## src/rtl/performance_monitor_defs.svh

```systemverilog
/*
 Register word indices (paddr[13:2]), reset values and widths of the error counter bank.
 Assumes inclusion by bare name from the package and modules.
*/
`ifndef PERFORMANCE_MONITOR_DEFS_SVH
`define PERFORMANCE_MONITOR_DEFS_SVH
`define ZV_HIGH_IDX      12'h910
`define ZV_LOW_IDX       12'h911
`define FCS2_IDX         12'h91c
`define FCS3_IDX         12'h92c
`define INT_STATUS_IDX   12'h940
`define INT_MASK_IDX     12'h941
`define ZV_WIDTH         16
`define FCS_WIDTH        8
`define CNT_RESET        16'h0000
`define BYTE_RESET       8'h00
`define INT_BITS         3
`define INT_ZV_BIT       0
`define INT_FCS2_BIT     1
`define INT_FCS3_BIT     2
`define WORD_ZERO        32'h00000000
`define ADDR_LSB         2
`endif

```

## src/rtl/performance_monitor_pkg.sv

```systemverilog
/*
 Types shared by the error counter bank.
 Assumes performance_monitor_defs.svh is on the include path.
*/
package performance_monitor_pkg;
`include "performance_monitor_defs.svh"
   typedef enum logic [1:0] {
      rd_idle,
      rd_high_seen
   } pair_state_t;
endpackage

```

## src/rtl/sat_counter.sv

```systemverilog
/*
 Saturating clear-on-read event counter.
 Assumes events and clears are synchronous to pclk.
*/
`timescale 1ns/1ps
`default_nettype none
module sat_counter #(
   parameter int WIDTH = 8
) (
   // Clock and reset
   input  wire logic             pclk,
   input  wire logic             presetn,
   input  wire logic             clk_en,
   // Control
   input  wire logic             event_in,
   input  wire logic             clear,
   // Value
   output logic [WIDTH-1:0]      count
);
   typedef struct packed {
      logic [WIDTH-1:0] cnt;
   } cnt_state_t;

   cnt_state_t state_r;
   cnt_state_t state_nxt;

   always_comb begin
      state_nxt = state_r;
      if (clear) begin
         // Event during clearing read counts after the clear
         state_nxt.cnt = event_in ? WIDTH'(1) : '0;
      end else if (event_in && !(&state_r.cnt)) begin
         state_nxt.cnt = state_r.cnt + WIDTH'(1);
      end
   end

   always_ff @(posedge pclk or negedge presetn) begin
      if (!presetn) begin
         state_r <= '0;
      end else if (clk_en) begin
         state_r <= state_nxt;
      end
   end

   assign count = state_r.cnt;
endmodule // sat_counter
`default_nettype wire

```

## src/rtl/performance_monitor_error_counters.sv

```systemverilog
/*
 Per-channel error counter bank with APB slave and interrupt.
 Assumes event inputs are one-cycle pulses on pclk; APB master on pclk.
*/
// Decided for this implementation: register access over APB.
`timescale 1ns/1ps
`default_nettype none
`include "performance_monitor_defs.svh"
module performance_monitor_error_counters
   import performance_monitor_pkg::*;
(
   // Clock and reset
   input  wire logic        pclk,
   input  wire logic        presetn,
   input  wire logic        clk_en,
   // APB slave
   input  wire logic        psel,
   input  wire logic        penable,
   input  wire logic        pwrite,
   input  wire logic [15:0] paddr,
   input  wire logic [31:0] pwdata,
   output logic      [31:0] prdata,
   output logic             pready,
   output logic             pslverr,
   // Events
   input  wire logic        zero_violation_event,
   input  wire logic        ctrl2_fcs_error_event,
   input  wire logic        ctrl3_fcs_error_event,
   // Interrupt
   output logic             irq
);
   typedef struct packed {
      pair_state_t                pair;
      logic [7:0]                 low_latch;
      logic [`INT_BITS-1:0]       int_status;
      logic [`INT_BITS-1:0]       int_mask;
      logic [31:0]                rdata;
      logic                       ready;
      logic                       slverr;
      logic                       irq;
   } bank_state_t;

   bank_state_t state_r;
   bank_state_t state_nxt;

   logic [`ZV_WIDTH-1:0]  zv_count;
   logic [`FCS_WIDTH-1:0] fcs2_count;
   logic [`FCS_WIDTH-1:0] fcs3_count;
   logic                  zv_clear;
   logic                  fcs2_clear;
   logic                  fcs3_clear;
   logic                  setup;
   logic [11:0]           idx;
   logic                  aligned;
   logic                  rd_hit_high;
   logic                  rd_hit_low;
   logic                  rd_hit_fcs2;
   logic                  rd_hit_fcs3;
   logic [`INT_BITS-1:0]  events;

   // Setup phase: answer registered for the access phase
   assign setup   = psel && !penable;
   assign idx     = paddr[13:2];
   assign aligned = (paddr[1:0] == 2'b00) && (paddr[15:14] == 2'b00);

   assign rd_hit_high = setup && !pwrite && aligned && (idx == `ZV_HIGH_IDX);
   assign rd_hit_low  = setup && !pwrite && aligned && (idx == `ZV_LOW_IDX);
   assign rd_hit_fcs2 = setup && !pwrite && aligned && (idx == `FCS2_IDX);
   assign rd_hit_fcs3 = setup && !pwrite && aligned && (idx == `FCS3_IDX);

   // Full count cleared when high byte read; low byte latched for pairing
   assign zv_clear   = rd_hit_high;
   assign fcs2_clear = rd_hit_fcs2;
   assign fcs3_clear = rd_hit_fcs3;

   assign events = {ctrl3_fcs_error_event, ctrl2_fcs_error_event, zero_violation_event};

   sat_counter #(
      .WIDTH (`ZV_WIDTH)
   ) u_zv (
      .pclk     (pclk),
      .presetn  (presetn),
      .clk_en   (clk_en),
      .event_in (zero_violation_event),
      .clear    (zv_clear),
      .count    (zv_count)
   );

   sat_counter #(
      .WIDTH (`FCS_WIDTH)
   ) u_fcs2 (
      .pclk     (pclk),
      .presetn  (presetn),
      .clk_en   (clk_en),
      .event_in (ctrl2_fcs_error_event),
      .clear    (fcs2_clear),
      .count    (fcs2_count)
   );

   sat_counter #(
      .WIDTH (`FCS_WIDTH)
   ) u_fcs3 (
      .pclk     (pclk),
      .presetn  (presetn),
      .clk_en   (clk_en),
      .event_in (ctrl3_fcs_error_event),
      .clear    (fcs3_clear),
      .count    (fcs3_count)
   );

   always_comb begin
      state_nxt        = state_r;
      state_nxt.ready  = 1'b0;
      state_nxt.slverr = 1'b0;
      // Sticky events, set wins over clear
      state_nxt.int_status = state_r.int_status | events;
      if (setup) begin
         state_nxt.ready = 1'b1;
         state_nxt.rdata = `WORD_ZERO;
         if (!aligned) begin
            state_nxt.slverr = 1'b1;
         end else if (pwrite) begin
            case (idx)
               `INT_STATUS_IDX: begin
                  state_nxt.int_status = (state_r.int_status & ~pwdata[`INT_BITS-1:0])
                                         | events;
               end
               `INT_MASK_IDX: begin
                  state_nxt.int_mask = pwdata[`INT_BITS-1:0];
               end
               `ZV_HIGH_IDX, `ZV_LOW_IDX, `FCS2_IDX, `FCS3_IDX: begin
                  state_nxt.slverr = 1'b0;
               end
               default: begin
                  state_nxt.slverr = 1'b1;
               end
            endcase
         end else begin
            case (idx)
               `ZV_HIGH_IDX: begin
                  // Low byte frozen so the pair is coherent
                  state_nxt.rdata[7:0] = zv_count[15:8];
                  state_nxt.low_latch  = zv_count[7:0];
                  state_nxt.pair       = rd_high_seen;
               end
               `ZV_LOW_IDX: begin
                  if (state_r.pair == rd_high_seen) begin
                     state_nxt.rdata[7:0] = state_r.low_latch;
                  end else begin
                     state_nxt.rdata[7:0] = `BYTE_RESET;
                  end
                  state_nxt.pair      = rd_idle;
                  state_nxt.low_latch = `BYTE_RESET;
               end
               `FCS2_IDX: begin
                  state_nxt.rdata[7:0] = fcs2_count;
               end
               `FCS3_IDX: begin
                  state_nxt.rdata[7:0] = fcs3_count;
               end
               `INT_STATUS_IDX: begin
                  state_nxt.rdata[`INT_BITS-1:0] = state_r.int_status;
               end
               `INT_MASK_IDX: begin
                  state_nxt.rdata[`INT_BITS-1:0] = state_r.int_mask;
               end
               default: begin
                  state_nxt.slverr = 1'b1;
               end
            endcase
         end
      end
      state_nxt.irq = |(state_nxt.int_status & state_nxt.int_mask);
   end

   always_ff @(posedge pclk or negedge presetn) begin
      if (!presetn) begin
         state_r.pair       <= rd_idle;
         state_r.low_latch  <= `BYTE_RESET;
         state_r.int_status <= '0;
         state_r.int_mask   <= '0;
         state_r.rdata      <= `WORD_ZERO;
         state_r.ready      <= 1'b0;
         state_r.slverr     <= 1'b0;
         state_r.irq        <= 1'b0;
      end else if (clk_en) begin
         state_r <= state_nxt;
      end
   end

   assign prdata  = state_r.rdata;
   assign pready  = state_r.ready;
   assign pslverr = state_r.slverr;
   assign irq     = state_r.irq;
endmodule // performance_monitor_error_counters
`default_nettype wire

```

## config.mk

```make
export PLATFORM = sky130hd
export DESIGN_NAME = performance_monitor_error_counters
export DESIGN_NICKNAME = d
export VERILOG_FILES = /design/src/rtl/performance_monitor_pkg.sv /design/src/rtl/sat_counter.sv /design/src/rtl/performance_monitor_error_counters.sv
export VERILOG_INCLUDE_DIRS = /design/src /design/src/rtl
export SDC_FILE = /design/constraint.sdc
export NUM_CORES = 1
export LEC_CHECK = 0
export ABC_AREA = 1
export BUFFER_PORTS_ARGS = -buffer_cell sky130_fd_sc_hd__buf_4
export CORE_ASPECT_RATIO = 0.8
export CORE_MARGIN = 2
export CORE_UTILIZATION = 49
export DETAILED_ROUTE_END_ITERATION = 16
export HOLD_SLACK_MARGIN = 0.06
export PLACE_DENSITY = 0.77
export SKIP_LAST_GASP = 1
export SYNTH_ARGS = -nofsm -noshare
export SYNTH_HDL_FRONTEND = slang
export SYNTH_SLANG_ARGS = --single-unit
```

## constraint.sdc

```tcl
create_clock -name pclk -period 1.69 [get_ports pclk]
set_input_delay 0.507 -clock pclk [delete_from_list [all_inputs] [get_ports pclk]]
set_output_delay 0.507 -clock pclk [all_outputs]
set_load 0.05 [all_outputs]
```

==> summary by stage <==
Outcome
The run finished with clean final reports.

Place
During placement, the flow inserted port buffers numbering 38. The total half-perimeter wirelength after legalization and detailed placement is 7.479 mm. The final weighted congestion of routability-driven global placement is 0.9155.

Finish
The area occupied by multi-input gates is 2115 sq um. The number of fill cells is between 600 and 700. The number of nets in the layout is between 600 and 700. In the final layout, the share of cells above drive strength 1 is 30.06%. The total area of sequential cells is 1453 sq um. The diode insertion count for antenna repair is 0. Relative to the synthesized area, the layout overhead comes to 27.85%.

STA
In the finished design, the share of the clock period the worst path needs comes to 99.85%. Setup repair after global routing could not meet its margin everywhere. The post-route worst hold slack is around 480 ps. The count of pins over their slew limit is 0.

On the final layout, the worst clock skew is 12.85 ps. The top achievable clock speed is 592.6 MHz. Setup violations remaining at the end of the flow were counted as 0. The number of hold-slack violations in the final timing report is 0. The shortest clock period the worst path allows after layout is around 1700 ps. The total negative slack is 0 ps.

Synth
The total number of yosys warnings is 0. The number of register bits inferred by synthesis is 58. The cell area after synthesis is 3926 sq um. The netlist uses 46 different library cells. The average instance in the mapped netlist occupies roughly 7.5 sq um. The part of the Yosys area used for sequential elements is 36.97%.

The number of instances in the synthesized netlist is 527.

Floorplanning
The floorplan step defined a die boundary enclosing 8749 sq um. The placeable core area is 7838 sq um. From bottom edge to top edge, the die measures 84.07 microns. Pin placement for this block handled 92 I/O pins. The count of standard-cell rows is 29. The initial standard-cell utilization of the core is 50.10%.

The overall die width is 104.1 microns.

Critical path
For the worst setup path, the data required time is 1930 ps. The type of element launching the critical path is a flop. On the worst path, the slowest cell contributes a delay of just under 400 ps.

The most frequent cell on the critical path is nand2_2. The slowest stage of the critical path is the dfrtp_1 cell. Walking the worst path, the cells encountered are ha_4 > nand3_4 > nor2_4 > nand2_2 > nor2_2 > nand2_2 > nand3_4 > nand2_8 > buf_12 > nand2_2 > o21ai_2. Across all register-to-register paths, the minimum setup slack is 3 ps. The critical path is of the reg -> reg type. In this run the worst path has a maximum fanout of 5. For the worst setup path, the data arrival time is 1930 ps. The critical path endpoint category is a flop.

Detailed routing
The detailed-route wire length is slightly above 10 mm. The total DRC errors in the routed layout is 0. Dividing the detail-routed wire length by the instance count gives between 10 and 15 microns. After detailed routing, the number of vias per cell comes to 5.171.

The remaining antenna violation count is 0. The number of iterations in the first detailed-routing pass is 5. The initial detailed-routing violation count is 227. For this block, the via count after detailed routing is 3,775.

GRT
The via count of the first global-routing pass is 3,515. The number of antenna violations at the first check in global routing came to 0. The global-route usage over all layers is a little under a quarter. The first global-routing pass estimated 16.57 mm of wire. The overall overflow remaining after global route is 0. Entering global routing, the biggest net connects 50 pins.

Power and ir drop
Power spread over the standard cell area amounts to 948.9 nW/um^2. The standby leakage power is 2.549 nW. The worst-case IR drop observed on VDD is 0.6995 mV. The total chip power is roughly 0.0048 W.

Hold path
The worst hold path belongs to the class in -> reg.

Clocking
After clock tree synthesis, the clock-pin slew on the worst setup and hold paths is about 70 ps. The maximum clock path buffer count is 2. The depth of the CTS H-tree is 3. TritonCTS built the clock tree. The CTS buffer count is 9. The cell at the root of the clock tree is clkbuf_8. The clock reaches the later pin of the worst-skew pair after approximately 360 ps. The CTS sink count is 58.

Job
Across the run, the number of max-cap violations was 0.
stage by stage:
step,util [%],instance area [sq um],std cells,setup slack [ps]
after global placement,57.23,4486,698,-243.8
final,64.05,5020,730,2.566
after global routing,64.05,5020,730,-85.53
after detailed placement,57.23,4486,698,-265.8
after CTS,60.66,4755,716,8.117
after floorplan,-,4018,550,14.30
metal layers:
layer	wire length [microns]	vias to the layer above	track usage, %	share of wire (%)
met2	4693	155	36.84	46
li1	-	1826	-	-
met3	738	27	4.918	7.2
met5	0	-	0	0
met4	249	0	10.07	2.4
met1	4587	1767	32.61	45
Yosys cell counts, drive strengths merged:
cell type / n / area (sq um)
o21a: 1 / 7.510
clkbuf: 2 / 8.750
xor2: 16 / 140.1
nor3: 12 / 81.33
nand4: 15 / 93.84
nor2: 47 / 215.2
nor3b: 1 / 7.510
o2111ai: 1 / 8.760
ha: 3 / 37.54
o21ai: 47 / 291.5
dfrtp: 58 / 1451
nand3: 36 / 207.7
clkinv: 3 / 22.52
buf: 38 / 296.5
inv: 64 / 242.7
nand2: 157 / 653.1
a22oi: 2 / 15.01
o211ai: 1 / 7.510
conb: 1 / 3.750
or2: 1 / 6.260
a21oi: 9 / 48.80
nand3b: 3 / 22.52
o22ai: 7 / 43.79
a31oi: 2 / 12.51
timing repair:
action / CTS / global route
endpoints found under the hold margin: 9 / 0
gates resized for setup: 0 / 37
pin swaps: 1 / 14
cloned: 0 / 3
hold buffers: 1 / 0
setup buffers: 1 / 11
endpoints found under the setup margin: 1 / 34
critical path, delay by kind of cell, from the launching register on:
| family | cells | cell delay [ps] |
|---|---|---|
| buffers and inverters | 1 | 150 |
| DFF | 1 | 390 |
| adders and majority gates | 1 | 170 |
| and+or+nand+nor | 8 | 820 |
| AOI/OAI and AO/OA | 1 | 40 |
state kept, by name, summed over array words and instances (netlist names):
signal        count
irq               1
prdata            8
pready            1
pslverr           1
state_r          15
u_fcs2.count      8
u_fcs3.count      8
u_zv.count       16
cells in the final DEF (no fill, tap or decap), drive strengths merged, types with 2 or more instances in the layout:
master	synthesis	layout
nand2	157	159
buf	38	92
inv	64	64
dfrtp	58	58
nor2	47	47
o21ai	47	47
nand3	36	36
conb	1	24
xor2	16	16
nand4	15	15
clkbuf	2	12
nor3	12	12
a21oi	9	9
o22ai	7	7
clkinv	3	5
nand3b	3	3
bufinv	0	3
ha	3	3
a22oi	2	2
a31oi	2	2
kinds of logic after synthesis:
logic type / share of synthesized area, %
buffers and inverters: 14.53
flip-flops: 36.97
other: 0.09551
XOR/XNOR: 3.569
AND/OR/NAND/NOR: 32.79
adder cells (fa/ha/maj): 0.9561
AO/OA/AOI/OAI: 11.09
report_power, final:
part	switching, W	internal, W	leakage (nW)
logic	0.000728	0.000498	1.67
registers	0.000278	0.00161	0.747
clock network	0.000590	0.00105	0.129
total	0.00160	0.00317	2.55
worst paths after layout:
path,start,endpoint,cells after the start
setup / recovery,u_zv.count[1],u_zv.count[14],11
hold / removal,zero_violation_event,u_zv.count[2],3
setup reg to reg,u_zv.count[1],u_zv.count[14],11
hold reg to reg,prdata[3],prdata[3],2
max in group asynchronous,presetn,u_zv.count[6],3
min in group asynchronous,presetn,irq,2
layout make-up:
type | count | area share (%)
Multi-Input combinational cell | 387 | 42.12
Sequential cell | 58 | 28.94
Clock buffer | 11 | 3.016
Tap cell | 108 | 2.692
Timing Repair Buffer | 94 | 15.90
Inverter | 67 | 5.334
Clock inverter | 5 | 1.994
Note: power is estimated with default switching activity, not from simulation.
